--- config.mk ---
export PLATFORM = sky130hd
export DESIGN_NAME = ims_ack_stop
export DESIGN_NICKNAME = d
export VERILOG_FILES = /design/src/ims_pkg.sv /design/src/ims_sync.sv /design/src/ims_ack_stop.sv
export SDC_FILE = /design/constraint.sdc
export NUM_CORES = 1
export LEC_CHECK = 0
export ABC_CLOCK_PERIOD_IN_PS = 3200
export BUFFER_PORTS_ARGS = -buffer_cell sky130_fd_sc_hd__buf_4
export CAP_MARGIN = 20
export CORE_MARGIN = 5
export CORE_UTILIZATION = 35
export DETAILED_ROUTE_END_ITERATION = 8
export SYNTH_ARGS = -nofsm -noshare
export SYNTH_HDL_FRONTEND = slang
export SYNTH_SLANG_ARGS = --single-unit
--- constraint.sdc ---
create_clock -name ref_clk -period 3.2 [get_ports ref_clk]
set_input_delay 0.32 -clock ref_clk [delete_from_list [all_inputs] [get_ports ref_clk]]
set_output_delay 0.32 -clock ref_clk [all_outputs]
set_load 0.05 [all_outputs]
--- src/ims_pkg.sv ---
// Package with constants, types and register map of the acknowledge/stop sequencer.
package ims_pkg;

    // ==========================================================
    // Timing
    // ==========================================================
    // System clock period in nanoseconds.
    localparam int unsigned CLK_PERIOD_NS = 5;
    // One SCL period in nanoseconds.
    localparam int unsigned SCL_PERIOD_NS = 10000;
    // One SCL period in clock cycles, rounded up.
    localparam int unsigned SCL_PERIOD_CYC = (SCL_PERIOD_NS + CLK_PERIOD_NS - 1) / CLK_PERIOD_NS;
    // Half an SCL period in clock cycles, rounded up.
    localparam int unsigned SCL_HALF_CYC = (SCL_PERIOD_CYC + 1) / 2;
    // Source edges with SCL held low before a bus timeout is flagged.
    localparam int unsigned TMO_LIMIT_EDGES = 16;

    // ==========================================================
    // Register map (byte addresses)
    // ==========================================================
    localparam logic [7:0] CTRL_OFS = 8'h00;
    localparam logic [7:0] COUNT_OFS = 8'h04;
    localparam logic [7:0] STATUS_OFS = 8'h08;
    localparam logic [7:0] TMO_SEL_OFS = 8'h0C;

    // Field positions.
    localparam int unsigned ACK_VALUE_POS = 0;
    localparam int unsigned ACK_CNT_END_POS = 1;
    localparam int unsigned STOP_FLAG_POS = 0;
    localparam int unsigned TMO_FLAG_POS = 1;
    localparam int unsigned BUSY_POS = 2;

    // Reset values.
    localparam logic ACK_VALUE_RST = 1'b0;
    localparam logic ACK_CNT_END_RST = 1'b0;
    localparam logic [7:0] COUNT_RST = 8'h00;
    localparam logic [2:0] TMO_SEL_RST = 3'h0;

    // Bus answers.
    localparam logic [1:0] RESP_OKAY = 2'h0;
    localparam logic [1:0] RESP_SLVERR = 2'h2;

    // ==========================================================
    // Types
    // ==========================================================
    // Sequencer states.
    typedef enum logic [2:0] {
        ST_IDLE,
        ST_ACK_LOW,
        ST_ACK_REL,
        ST_ACK_HIGH,
        ST_STOP_LOW,
        ST_STOP_REL
    } ims_st_e;

    // Open-drain pin drive; oe_n low while the pin is pulled.
    typedef struct packed {
        logic scl_out;
        logic scl_oe_n;
        logic sda_out;
        logic sda_oe_n;
    } ims_pins_s;

    // Timeout clock sources, all on the system clock.
    typedef struct packed {
        logic logic_cell4_output;
        logic logic_cell3_output;
        logic logic_cell2_output;
        logic logic_cell1_output;
        logic timer_six;
        logic timer_four;
        logic timer_two;
    } ims_src_s;

    // Complete state of the sequencer.
    typedef struct packed {
        ims_st_e st;
        logic [15:0] cnt;
        logic ack_cur;
        logic scl_rel;
        logic sda_rel;
        logic ack_value_bit;
        logic ack_value_at_count_end;
        logic [7:0] byte_counter;
        logic [2:0] timeout_source_field;
        logic stop_detected_flag;
        logic tmo_flag;
        logic [7:0] tmo_cnt;
        logic src_prev;
        logic sda_prev;
        logic aw_got;
        logic [7:0] awaddr;
        logic w_got;
        logic [7:0] wdata;
        logic wstrb0;
        logic bvalid;
        logic [1:0] bresp;
        logic rvalid;
        logic [31:0] rdata;
        logic [1:0] rresp;
    } ims_state_s;

endpackage : ims_pkg

--- src/ims_sync.sv ---
// Two-flop synchroniser for pin levels entering the system clock domain.
`timescale 1ns/1ps
`default_nettype none
module ims_sync #(
    parameter int W = 2
) (
    input wire logic ref_clk,
    input wire logic reset_n,
    input wire logic [W-1:0] d,
    output logic [W-1:0] q
);

    // ==========================================================
    // Stages
    // ==========================================================
    // First stage feeds only the second; pins idle high.
    logic [1:0][W-1:0] stg;

    // Shift the pin levels through both stages.
    always_ff @(posedge ref_clk or negedge reset_n) begin
        if (!reset_n) begin
            stg <= '1;
        end else begin
            stg <= {stg[0], d};
        end
    end

    assign q = stg[1];

endmodule : ims_sync
`default_nettype wire

--- src/ims_ack_stop.sv ---
// Acknowledge and stop sequencer of an I2C master with AXI4-Lite registers.
//
// Chosen here: the placing of the registers and the AXI4-Lite register port.
`timescale 1ns/1ps
`default_nettype none
module ims_ack_stop #(
    parameter int unsigned SCL_CYC = ims_pkg::SCL_PERIOD_CYC,
    parameter int unsigned HALF_CYC = ims_pkg::SCL_HALF_CYC,
    parameter int unsigned TMO_LIMIT = ims_pkg::TMO_LIMIT_EDGES
) (
    input wire logic ref_clk,
    input wire logic reset_n,
    input wire logic awvalid,
    output logic awready,
    input wire logic [31:0] awaddr,
    input wire logic wvalid,
    output logic wready,
    input wire logic [31:0] wdata,
    input wire logic [3:0] wstrb,
    output logic bvalid,
    input wire logic bready,
    output logic [1:0] bresp,
    input wire logic arvalid,
    output logic arready,
    input wire logic [31:0] araddr,
    output logic rvalid,
    input wire logic rready,
    output logic [31:0] rdata,
    output logic [1:0] rresp,
    input wire logic byte_done,
    input wire logic scl_in,
    input wire logic sda_in,
    output ims_pkg::ims_pins_s pins,
    input wire ims_pkg::ims_src_s tmo_src,
    output logic seq_busy,
    output logic stop_detected,
    output logic bus_timeout
);

    // ==========================================================
    // Pin sampling
    // ==========================================================
    // Synchronised SCL and SDA levels.
    logic [1:0] pin_s;
    logic scl_s;
    logic sda_s;

    ims_sync #(.W(2)) u_sync (
        .ref_clk(ref_clk),
        .reset_n(reset_n),
        .d({scl_in, sda_in}),
        .q(pin_s)
    );

    assign scl_s = pin_s[1];
    assign sda_s = pin_s[0];

    // ==========================================================
    // State
    // ==========================================================
    ims_pkg::ims_state_s r;
    ims_pkg::ims_state_s next_r;

    // Selected timeout source and its rising edge.
    logic [7:0] src_vec;
    logic src_sel;
    logic tmo_edge;
    // Write and read address decode.
    logic wr_do;
    logic rd_do;
    logic [7:0] rd_addr;

    // Handshake outputs are combinational from registered state.
    assign awready = !r.aw_got && !r.bvalid;
    assign wready = !r.w_got && !r.bvalid;
    assign arready = !r.rvalid;
    assign bvalid = r.bvalid;
    assign bresp = r.bresp;
    assign rvalid = r.rvalid;
    assign rdata = r.rdata;
    assign rresp = r.rresp;
    // Open-drain drive: data always low, only the enables move; one driver for the whole struct.
    assign pins = {1'b0, r.scl_rel, 1'b0, r.sda_rel};
    assign seq_busy = (r.st != ims_pkg::ST_IDLE);
    assign stop_detected = r.stop_detected_flag;
    assign bus_timeout = r.tmo_flag;

    // Next-state logic for sequencer, counters and register slave.
    always_comb begin
        next_r = r;
        // source selection
        // Code zero maps to a constant low, so it has no clock.
        src_vec = {tmo_src, 1'b0};
        src_sel = src_vec[r.timeout_source_field];
        tmo_edge = src_sel && !r.src_prev;
        next_r.src_prev = src_sel;
        next_r.sda_prev = sda_s;
        next_r.cnt = r.cnt + 16'h0001;

        // Byte counter decrements per byte, never past zero.
        if (byte_done && (r.byte_counter != 8'h00)) begin
            next_r.byte_counter = r.byte_counter - 8'h01;
        end

        unique case (r.st)
            ims_pkg::ST_IDLE: begin
                if (byte_done) begin
                    next_r.st = ims_pkg::ST_ACK_LOW;
                    next_r.cnt = 16'h0000;
                    next_r.ack_cur = (r.byte_counter <= 8'h01) ?
                        r.ack_value_at_count_end : r.ack_value_bit;
                end
            end
            ims_pkg::ST_ACK_LOW: begin
                if (r.cnt == 16'(SCL_CYC - 1)) begin
                    next_r.st = ims_pkg::ST_ACK_REL;
                end
            end
            ims_pkg::ST_ACK_REL: begin
                next_r.cnt = 16'h0000;
                if (scl_s) begin
                    next_r.st = ims_pkg::ST_ACK_HIGH;
                end
            end
            ims_pkg::ST_ACK_HIGH: begin
                if (r.cnt == 16'(SCL_CYC - 1)) begin
                    next_r.cnt = 16'h0000;
                    next_r.st = (r.byte_counter == 8'h00) ?
                        ims_pkg::ST_STOP_LOW : ims_pkg::ST_IDLE;
                end
            end
            ims_pkg::ST_STOP_LOW: begin
                if (r.cnt == 16'(HALF_CYC - 1)) begin
                    next_r.st = ims_pkg::ST_STOP_REL;
                end
            end
            ims_pkg::ST_STOP_REL: begin
                // release SDA once SCL is high
                if (scl_s) begin
                    next_r.st = ims_pkg::ST_IDLE;
                end
            end
        endcase

        // pin drive per state
        // SCL is pulled again for one cycle when the high phase ends into idle.
        next_r.scl_rel = !(next_r.st == ims_pkg::ST_ACK_LOW ||
                           next_r.st == ims_pkg::ST_IDLE && r.st == ims_pkg::ST_ACK_HIGH ||
                           next_r.st == ims_pkg::ST_STOP_LOW);
        // zero pulls SDA, one releases it
        next_r.sda_rel = !((next_r.st == ims_pkg::ST_ACK_LOW ||
                            next_r.st == ims_pkg::ST_ACK_REL ||
                            next_r.st == ims_pkg::ST_ACK_HIGH) && !next_r.ack_cur ||
                           next_r.st == ims_pkg::ST_STOP_LOW ||
                           next_r.st == ims_pkg::ST_STOP_REL && !scl_s);

        // Timeout counts source edges while SCL is held low.
        if (scl_s) begin
            next_r.tmo_cnt = 8'h00;
        end else if (tmo_edge && r.tmo_cnt != 8'(TMO_LIMIT)) begin
            next_r.tmo_cnt = r.tmo_cnt + 8'h01;
        end

        // Write channel: address and data in either order.
        if (awvalid && awready) begin
            next_r.aw_got = 1'b1;
            next_r.awaddr = awaddr[7:0];
        end
        if (wvalid && wready) begin
            next_r.w_got = 1'b1;
            next_r.wdata = wdata[7:0];
            next_r.wstrb0 = wstrb[0];
        end
        wr_do = r.aw_got && r.w_got;
        if (wr_do) begin
            next_r.aw_got = 1'b0;
            next_r.w_got = 1'b0;
            next_r.bvalid = 1'b1;
            next_r.bresp = ims_pkg::RESP_OKAY;
            unique case (r.awaddr)
                ims_pkg::CTRL_OFS: begin
                    if (r.wstrb0) begin
                        next_r.ack_value_bit = r.wdata[ims_pkg::ACK_VALUE_POS];
                        next_r.ack_value_at_count_end = r.wdata[ims_pkg::ACK_CNT_END_POS];
                    end
                end
                ims_pkg::COUNT_OFS: begin
                    if (r.wstrb0) begin
                        next_r.byte_counter = r.wdata;
                    end
                end
                ims_pkg::STATUS_OFS: begin
                    if (r.wstrb0 && r.wdata[ims_pkg::STOP_FLAG_POS]) begin
                        next_r.stop_detected_flag = 1'b0;
                    end
                    if (r.wstrb0 && r.wdata[ims_pkg::TMO_FLAG_POS]) begin
                        next_r.tmo_flag = 1'b0;
                    end
                end
                ims_pkg::TMO_SEL_OFS: begin
                    if (r.wstrb0) begin
                        next_r.timeout_source_field = r.wdata[2:0];
                    end
                end
                default: begin
                    next_r.bresp = ims_pkg::RESP_SLVERR;
                end
            endcase
        end
        if (r.bvalid && bready) begin
            next_r.bvalid = 1'b0;
        end

        // stop detection, set wins over clear
        if (sda_s && !r.sda_prev && scl_s) begin
            next_r.stop_detected_flag = 1'b1;
        end
        if (r.timeout_source_field != 3'h0 && r.tmo_cnt == 8'(TMO_LIMIT)) begin
            next_r.tmo_flag = 1'b1;
        end

        // Read channel answers one cycle after the address.
        rd_do = arvalid && arready;
        rd_addr = araddr[7:0];
        if (rd_do) begin
            next_r.rvalid = 1'b1;
            next_r.rresp = ims_pkg::RESP_OKAY;
            next_r.rdata = 32'h0000_0000;
            unique case (rd_addr)
                ims_pkg::CTRL_OFS: begin
                    next_r.rdata[ims_pkg::ACK_VALUE_POS] = r.ack_value_bit;
                    next_r.rdata[ims_pkg::ACK_CNT_END_POS] = r.ack_value_at_count_end;
                end
                ims_pkg::COUNT_OFS: begin
                    next_r.rdata[7:0] = r.byte_counter;
                end
                ims_pkg::STATUS_OFS: begin
                    next_r.rdata[ims_pkg::STOP_FLAG_POS] = r.stop_detected_flag;
                    next_r.rdata[ims_pkg::TMO_FLAG_POS] = r.tmo_flag;
                    next_r.rdata[ims_pkg::BUSY_POS] = seq_busy;
                end
                ims_pkg::TMO_SEL_OFS: begin
                    next_r.rdata[2:0] = r.timeout_source_field;
                end
                default: begin
                    next_r.rresp = ims_pkg::RESP_SLVERR;
                end
            endcase
        end else if (r.rvalid && rready) begin
            next_r.rvalid = 1'b0;
        end
    end

    // Register the whole state.
    always_ff @(posedge ref_clk or negedge reset_n) begin
        if (!reset_n) begin
            r <= '0;
            r.st <= ims_pkg::ST_IDLE;
            r.scl_rel <= 1'b1;
            r.sda_rel <= 1'b1;
            r.sda_prev <= 1'b1;
            r.ack_value_bit <= ims_pkg::ACK_VALUE_RST;
            r.ack_value_at_count_end <= ims_pkg::ACK_CNT_END_RST;
            r.byte_counter <= ims_pkg::COUNT_RST;
            r.timeout_source_field <= ims_pkg::TMO_SEL_RST;
        end else begin
            r <= next_r;
        end
    end
endmodule : ims_ack_stop
`default_nettype wire

# Yosys cells after proc, flatten, opt, wreduce, memory -nomap -nowiden
# Index checks and enable logic that the tools add are counted.
dict set report word_totals {
  elab_cells 150
  out_inout_bits 48
  latch_bits 0
  mem_count 0
  ramBits 0
  rom_bits 0
  ff_bits 84
  inputBits 117
}
dict set report op_classes {
  multipliers 0
  n_shift 0
  div_mod_pow 0
  reduce_logical 60
  n_mux 39
  order_cmp 2
  n_bitwise 0
  n_eq_ne 20
  addsub 3
}
# cell count
set op_table {}
lappend op_table {{$pmux 16 s3} 1}
lappend op_table {{$mux 8} 5}
lappend op_table {{$eq 8x4->1 const B} 4}
lappend op_table {{$logic_not 8->1} 3}
lappend op_table {{$mux 3} 8}
lappend op_table {{$reduce_bool 2->1} 11}
lappend op_table {{$mux 20} 1}
lappend op_table {{$logic_and 1x1->1} 19}
lappend op_table {{$mux 19} 1}
lappend op_table {{$pmux 3 s6} 1}
lappend op_table {{$add 16x1->16 const B} 1}
lappend op_table {{$eq 16x10->1 const B} 1}
lappend op_table {{$eq 16x11->1 const B} 1}
lappend op_table {{$eq 8x3->1 const B} 2}
lappend op_table {{$mux 13} 1}
lappend op_table {{$eq 3x2->1 const B} 4}
lappend op_table {{$eq 3x3->1 const B} 4}
lappend op_table {{$mux 1} 12}
lappend op_table {{$reduce_and 3->1} 4}
lappend op_table {{$logic_not 1->1} 10}
lappend op_table {{$mux 10} 1}
lappend op_table {{$mux 9} 1}
lappend op_table {{$add 8x1->8 const B} 1}
lappend op_table {{$eq 8x5->1 const B} 1}
lappend op_table {{other kinds (15)} 26}

# Longest topological paths before layout
# Gate-level depths: netlist of the first run.
dict set report depth {
  depth_word 11
  ltp_mapped 8
  ltp_nobuf 7
}

# Modules after synthesis
# Synthesis of the first run repeated with hierarchy kept, for this count alone.
dict set report hier_totals {
  hier_cells 408
  area_unflattened_um2 4251.6
}
# mod instances area_each_um2 cells_per_inst seq_area_each_um2
set by_module_without_submodules {}
lappend by_module_without_submodules {ims_ack_stop 1 4131.5 402 1955.6}
lappend by_module_without_submodules {ims_sync 1 120.1 6 105.1}

# Worst setup path before layout of the first run
# OpenSTA, ideal clock, no wires.
dict set report synth_timing {
  kind {flip-flop to flip-flop}
  startpoint {register r, in the netlist bvalid}
  endpoint {register r[38] (netlist bit)}
  arrival_time_ns 2.233
  slack_ns 0.842
  path_buffers 1
  setup_time_ns 0.125
  stages_incl_launch_ff 5
  t_required_ns 3.075
  synth_period_minus_slack_ns 2.358
  cell_sequence {dfrtp_1 > nor2_1 > and2_1 > clkbuf_1 > mux2_2}
}
dict set report synth_via {
  elab_chain_cells 3
}
# item line_no
set synth_lines {}
lappend synth_lines {{from (decl)} ims_ack_stop.sv:61} ;# ims_pkg::ims_state_s r;
lappend synth_lines {{from (signal assigned)} ims_ack_stop.sv:267} ;# r <= next_r;
lappend synth_lines {{$logic_not 1->1} ims_ack_stop.sv:75} ;# assign wready = !r.w_got && !r.bvalid;
lappend synth_lines {{$logic_and 1x1->1} ims_ack_stop.sv:75}
lappend synth_lines {{via wready} ims_ack_stop.sv:17} ;# output logic wready,
lappend synth_lines {{$logic_and 1x1->1} ims_ack_stop.sv:169} ;# if (wvalid && wready) begin
# The timed path passes the listed nets, and every way through them passes these cells.
# A chain may end at the register's enable or synchronous reset.

==> flow_summary.json, run 1 <==
{
  "areaGrowthSynthToFinish_pct": 16.9,
  "post_cts_resized": 0,
  "drtAntennaViolNets": 0,
  "pwr-share-comb_pct": 22.1,
  "clock-sinks": 82,
  "p_switching_mw": 1.02,
  "finalHoldViolCount": 0,
  "clockRootBuffer": "clkbuf_16",
  "worst_pin_slew_ns": 0.652,
  "r2r-start": "r[49]",
  "grt_max_degree": 83,
  "grt_pass1_vias": 2952,
  "async_flop_share_pct": 100,
  "period_needed_ns": 2.56,
  "nets": 596,
  "antenna_found_initial": 0,
  "start_kind": "flip-flop",
  "clkLatencyLatePin_ns": 0.34,
  "synth-seq-area-share_pct": 48.1,
  "worst_path_max_delay_cell": "or3b_1",
  "swShare_pct": 32.1,
  "num_vias": 3054,
  "p_leak_nw": 2.28,
  "critPathMostFrequentCell": "or4_4",
  "drv_slew": 0,
  "path_class": "flip-flop to flip-flop",
  "grt_use_total_pct": 11.7,
  "critPathLaunch": "r[49]",
  "cts_htree_levels": 3,
  "first_pass_iters": 4,
  "synthTopCellsByCount": "dfrtp_1 (75), nor2_1 (47), buf_4 (41)",
  "ys.flop_type": "dfrtp_1",
  "synth_top_area_share_pct": 43.8,
  "gp_congestion": 0.809,
  "grt_pass1_wl_um": 14000,
  "io_buffers": 61,
  "cts_buffers": 9,
  "seq_power_share_pct": 44.8,
  "routed_via_density": 4.89,
  "yosys-top-cells-area": "dfrtp_1 (44%), buf_4 (7.2%), mux2_2 (6.0%)",
  "ys_seq_elements": 82,
  "drtIter0Drc": 151,
  "core_area_um2": 12000,
  "synth_cells": 426,
  "drc_errors": 0,
  "wl_um": 8370,
  "setup_tns_ns": 0,
  "rsz0062_at_grt": "false",
  "r2r_slack_ns": 0.64,
  "yosys.area.top_type": "dfrtp_1",
  "die_h_um": 121,
  "netlist_area_um2": 4290,
  "cts_tree": "built",
  "cp.required_ns": 3.42,
  "clock-skew-final_ns": 0.00764,
  "max-slew-margin-rel_pct": 56.2,
  "slowest_delay_ns": 0.62,
  "ir_drop_uv": 557,
  "r2r_cells": 4,
  "cp_max_fo": 15,
  "rr_endpoint": "r[73]",
  "num_antenna_cells": 0,
  "drv_cap": 0,
  "start_util_pct": 35.7,
  "grt.overflow.total": 0,
  "synth.avg_cell_area_um2": 10.1,
  "worstPathCellList": "or4_4, or4_4, or3b_1, mux2_4",
  "post-route-period-util_pct": 79.9,
  "setup_viol_count_final": 0,
  "ys_warn_count": 0,
  "p_per_area_nw_per_um2": 637,
  "fin_hold_ws_ns": 0.0861,
  "dpl.hpwl_um": 6220,
  "worst_ep_arrival_time_ns": 2.78,
  "clockBufferDepth": 2,
  "cts_setup_buffers": 0,
  "rows": 40,
  "hold_path_class": "primary input to flip-flop",
  "io_pins": 165,
  "synth_edf_count": 0,
  "timing.fmax_ghz": 0.391,
  "worstSetupEndpointType": "flip-flop",
  "die_area_um2": 14600,
  "crit_path_end": "r[73]",
  "p_int_mw": 2.17,
  "wl_per_cell_um": 13.4,
  "die_w_um": 121,
  "drive_gt1_share_pct": 24.7,
  "clkPwrFrac_pct": 33.1,
  "clkSlewWorstSetupHoldPaths_ns": 0.06,
  "outcome": "finished, final reports clean",
  "synth_cell_types": 55,
  "yosysMostFrequentCell": "dfrtp_1"
}
## power groups by stage
| stage | clock (mW) | sequential, mW | combinational (mW) |
|---|---|---|---|
| 4_1_cts | 1.09 | 1.43 | 0.712 |
| 6_report | 1.06 | 1.43 | 0.705 |
| 3_3_place_gp | 0 | 1.44 | 0.692 |
| 3_5_place_dp | 0 | 1.45 | 0.709 |
| 2_1_floorplan | 0 | 1.40 | 0.566 |
| 5_1_grt | 1.13 | 1.47 | 0.778 |
## worst max-delay path, delay by kind of cell (launching register included)
| kind | cells | cell delay [ns] |
|---|---|---|
| mux | 1 | 0.38 |
| flops | 1 | 0.39 |
| simple gates | 3 | 1.67 |
## cell type report
type / count / area (um^2)
Clock inverter: 7 / 83.8
Sequential cell: 82 / 2060
Timing Repair Buffer: 65 / 510
Inverter: 16 / 60.1
Clock buffer: 9 / 225
Fill cell: 1164 / 7000
Tap cell: 147 / 184
Multi-Input combinational cell: 299 / 1880
## flip-flops by register name, indices dropped and copies added (netlist names)
| name | count |
|---|---|
| rvalid | 1 |
| r | 62 |
| rresp | 1 |
| stop_detected | 1 |
| bresp | 1 |
| u_sync.stg | 2 |
| pins | 2 |
| bus_timeout | 1 |
| u_sync.q | 2 |
| bvalid | 1 |
| rdata | 8 |
## per-stage QoR
| stage | instances | util (%) | area, um^2 | total power, mW | setup slack (ns) |
|---|---|---|---|---|---|
| floorplan | 453 | - | 4390 | 1.97 | 0.842 |
| global placement | 607 | 38.8 | 4660 | 2.13 | 0.674 |
| CTS | 623 | 41.4 | 4970 | 3.23 | 0.628 |
| detailed placement | 607 | 38.8 | 4660 | 2.16 | 0.661 |
| global route | 625 | 41.7 | 5010 | 3.37 | 0.565 |
| finish | 625 | 41.7 | 5010 | 3.19 | 0.644 |
## cells in the final DEF (no fill, tap or decap), types with 9 or more instances in the layout
| cell type | count |
|---|---|
| a21oi_1 | 15 |
| mux2i_1 | 9 |
| buf_4 | 63 |
| mux2_2 | 23 |
| inv_1 | 16 |
| xnor2_1 | 19 |
| conb_1 | 28 |
| dfrtp_1 | 75 |
| nor4_1 | 9 |
| nand2_1 | 32 |
| nand3_1 | 19 |
| o21ai_0 | 13 |
| nor2_1 | 47 |
| clkbuf_16 | 9 |
## per-layer routing
metal / vias up / routed length [um] / GRT usage [%]
met5: - / 0 / 0
met4: 0 / 143 / 4.89
met3: 10 / 504 / 2.25
met2: 86 / 3710 / 18.2
met1: 1461 / 4010 / 16.1
li1: 1497 / - / -
## cells by family (layout without fill, tap and decap cells)
kind of cell | Yosys count | in the layout | share of synthesized area [%]
simple gates | 160 | 160 | 19.2
flops | 82 | 82 | 48.1
buf+inv | 72 | 97 | 10.3
compound gates | 45 | 45 | 6.28
mux | 34 | 34 | 9.02
xor+xnor | 26 | 26 | 5.31
fa+ha+maj | 6 | 6 | 1.75
other cells | 1 | 28 | 0.0875
## worst min path at each step
stage | cells after the start | start | end | slack, ns
after floorplan | 0 | reset_n | bresp[1] | 0.02
after global placement | 0 | u_sync.stg[1] | u_sync.q[1] | 0.35
after detailed placement | 0 | u_sync.stg[0] | u_sync.q[0] | 0.35
after CTS | 1 | sda_in | u_sync.stg[0] | 0.07
after global routing | 1 | sda_in | u_sync.stg[0] | 0.08
final | 1 | sda_in | u_sync.stg[0] | 0.09
## timing repair
action / in CTS / in global routing
endpoints found under the hold margin: 0 / 18
hold buffers: 0 / 1
setup endpoints to repair: 0 / 0
(Power assumes the default switching activity.)
==> run 2, diff against run 1 <==
--- a/config.mk
+++ b/config.mk
@@ -5,7 +5,7 @@
 export SDC_FILE = /design/constraint.sdc
 export NUM_CORES = 1
 export LEC_CHECK = 0
-export ABC_CLOCK_PERIOD_IN_PS = 3200
+export ABC_CLOCK_PERIOD_IN_PS = 2400
 export BUFFER_PORTS_ARGS = -buffer_cell sky130_fd_sc_hd__buf_4
 export CAP_MARGIN = 20
 export CORE_MARGIN = 5
==> constraint.sdc (replaced) <==
create_clock -name ref_clk -period 2.4 [get_ports ref_clk]
set_input_delay 0.24 -clock ref_clk [delete_from_list [all_inputs] [get_ports ref_clk]]
set_output_delay 0.24 -clock ref_clk [all_outputs]
set_load 0.05 [all_outputs]
==> run 2 against run 1 <==
  * Sequential power rose by 34%
  * Critical path depth is 2 higher
  * Non-clock buffer count rose by 8
  * Worst setup slack got worse by 0.55 ns
  * Utilization up 0.60 points
  * Clock power up 34%
  * Wire length barely moved
  * Die area is the same
  * Largest cell class unchanged
==> flow_summary.json, run 2 (synthesized netlist as in run 1, its figures left out) <==
{
  "setup_viol_count_final": 0,
  "hold_path_class": "primary input to flip-flop",
  "cts_htree_levels": 3,
  "drtAntennaViolNets": 0,
  "grt_pass1_vias": 3033,
  "grt_pass1_wl_um": 14300,
  "path_class": "flip-flop to flip-flop",
  "dpl.hpwl_um": 6320,
  "areaGrowthSynthToFinish_pct": 18.6,
  "clockBufferDepth": 2,
  "final_util_pct": 42.3,
  "drc_errors": 0,
  "grt_max_degree": 49,
  "power_mw": 4.28,
  "worst_path_max_delay_cell": "or4_4",
  "timing.fmax_ghz": 0.434,
  "ir_drop_uv": 557,
  "hold_depth": 2,
  "first_pass_iters": 4,
  "p_int_mw": 2.97,
  "io_buffers": 61,
  "rsz0062_at_grt": "false",
  "top_register": "r",
  "largest_reg_flops": 62,
  "gp_congestion": 0.805,
  "p_switching_mw": 1.31,
  "cp.required_ns": 2.62,
  "worstPathCellList": "or4_4, or4_4, or3b_4, buf_4, nor2_1, a21oi_1",
  "drv_slew": 0,
  "period_needed_ns": 2.31,
  "outcome": "finished, final reports clean",
  "num_vias": 3029,
  "die_area_um2": 14600,
  "wl_met1_um": 4070,
  "core_area_um2": 12000,
  "clkSlewWorstSetupHoldPaths_ns": 0.06,
  "wl_um": 8380,
  "final_cell_mix": "dfrtp_1 (75), buf_4 (69), nor2_1 (47)",
  "critPathMostFrequentCell": "or4_4",
  "clock-skew-final_ns": 0.00758,
  "clockRootBuffer": "clkbuf_16",
  "p_per_area_nw_per_um2": 842,
  "post-route-period-util_pct": 96.1,
  "pwr-share-comb_pct": 22.2,
  "r2r_cells": 6,
  "max-slew-margin-rel_pct": 55.4,
  "clock-sinks": 82,
  "routed-wl-met2_um": 3680,
  "critPathLaunch": "r[49]",
  "finalHoldViolCount": 0,
  "r2r-start": "r[49]",
  "hp-start": "bready",
  "start_util_pct": 35.7,
  "stdcell_area_um2": 5080,
  "cts_buffers": 9,
  "drv_cap": 0,
  "layout.cells.most_common": "dfrtp_1",
  "worst_pin_slew_ns": 0.664,
  "rows": 40,
  "wl_per_cell_um": 13.2,
  "antenna_found_initial": 0,
  "io_pins": 165,
  "drive_gt1_share_pct": 25.7,
  "worstSetupEndpointType": "flip-flop",
  "swShare_pct": 30.7,
  "seq_power_share_pct": 44.5,
  "drtIter0Drc": 123,
  "num_antenna_cells": 0,
  "die_w_um": 121,
  "start_kind": "flip-flop",
  "clkLatencyLatePin_ns": 0.33,
  "grt.overflow.total": 0,
  "cts_tree": "built",
  "slowest_delay_ns": 0.54,
  "worst_ep_arrival_time_ns": 2.52,
  "top_layer_used": "met4",
  "met3_length_um": 510,
  "placed_area_um2": 4730,
  "cp_max_fo": 6,
  "grt_use_total_pct": 12.0,
  "routed_via_density": 4.79,
  "nets": 604,
  "die_h_um": 121,
  "p_leak_nw": 2.32,
  "clkPwrFrac_pct": 33.3
}
==> run 2: cell types whose count changed in the layout (fill, tap and decap cells not counted), sizes merged <==
cell / change
buf: +6
clkbuf: +4
inv: -3
clkinv: -1
dlygate4sd3: +2
==> run 2: worst max-delay path: cells and delay by family, from the launching register on <==
kind	cells	cell delay (ns)
compound gates	1	0.05
buf+inv	1	0.17
flops	1	0.38
simple gates	4	1.59
==> run 2: stage by stage <==
step | TNS [ns] | hold WS (ns) | std cells | setup WS [ns]
after CTS | 0 | 0.00231 | 632 | 0.0658
after detailed placement | -0.00201 | 0.303 | 614 | -0.00201
final | 0 | 0.0789 | 633 | 0.0938
after global placement | 0 | 0.299 | 614 | 0.0177
after floorplan | 0 | -0.0556 | 453 | 0.0422
after global routing | 0 | 0.0709 | 633 | 0.00611
==> run 2: area by class of cell <==
cell class,instances,area (um^2)
Timing Repair Buffer,73,568
Clock buffer,13,270
Inverter,16,60.1
Sequential cell,82,2060
Multi-Input combinational cell,299,1890
Clock inverter,3,46.3
Fill cell,1161,6930
Tap cell,147,184
==> run 2: final timing paths <==
kind | slack (ns) | endpoint
setup / recovery | 0.09 | r[79]
hold reg to reg | 0.36 | u_sync.q[1]
hold / removal | 0.08 | bvalid
min in group asynchronous | 0.47 | stop_detected
max in group asynchronous | 1.27 | u_sync.q[1]
setup reg to reg | 0.09 | r[79]
==> run 2: power groups by stage <==
stage | Clock (mW) | Sequential [mW] | Combinational, mW
floorplan | 0 | 1.87 | 0.755
global placement | 0 | 1.92 | 0.929
detailed placement | 0 | 1.93 | 0.950
CTS | 1.47 | 1.91 | 0.959
global route | 1.53 | 1.95 | 1.05
finish | 1.42 | 1.91 | 0.949
==> run 2: repair_timing <==
| action | CTS | global route |
|---|---|---|
| pin swaps | 0 | 1 |
| buffers inserted | 0 | 0 |
| gates resized for setup | 1 | 1 |
| hold buffers | 2 | 1 |
| endpoints found under the setup margin | 3 | 3 |
| endpoints found under the hold margin | 44 | 1 |
==> run 2: layer usage <==
layer	GRT usage (%)	vias to the layer above
li1	-	1510
met1	16.9	1423
met2	18.2	89
met3	2.57	7
met4	4.67	0
met5	0	-
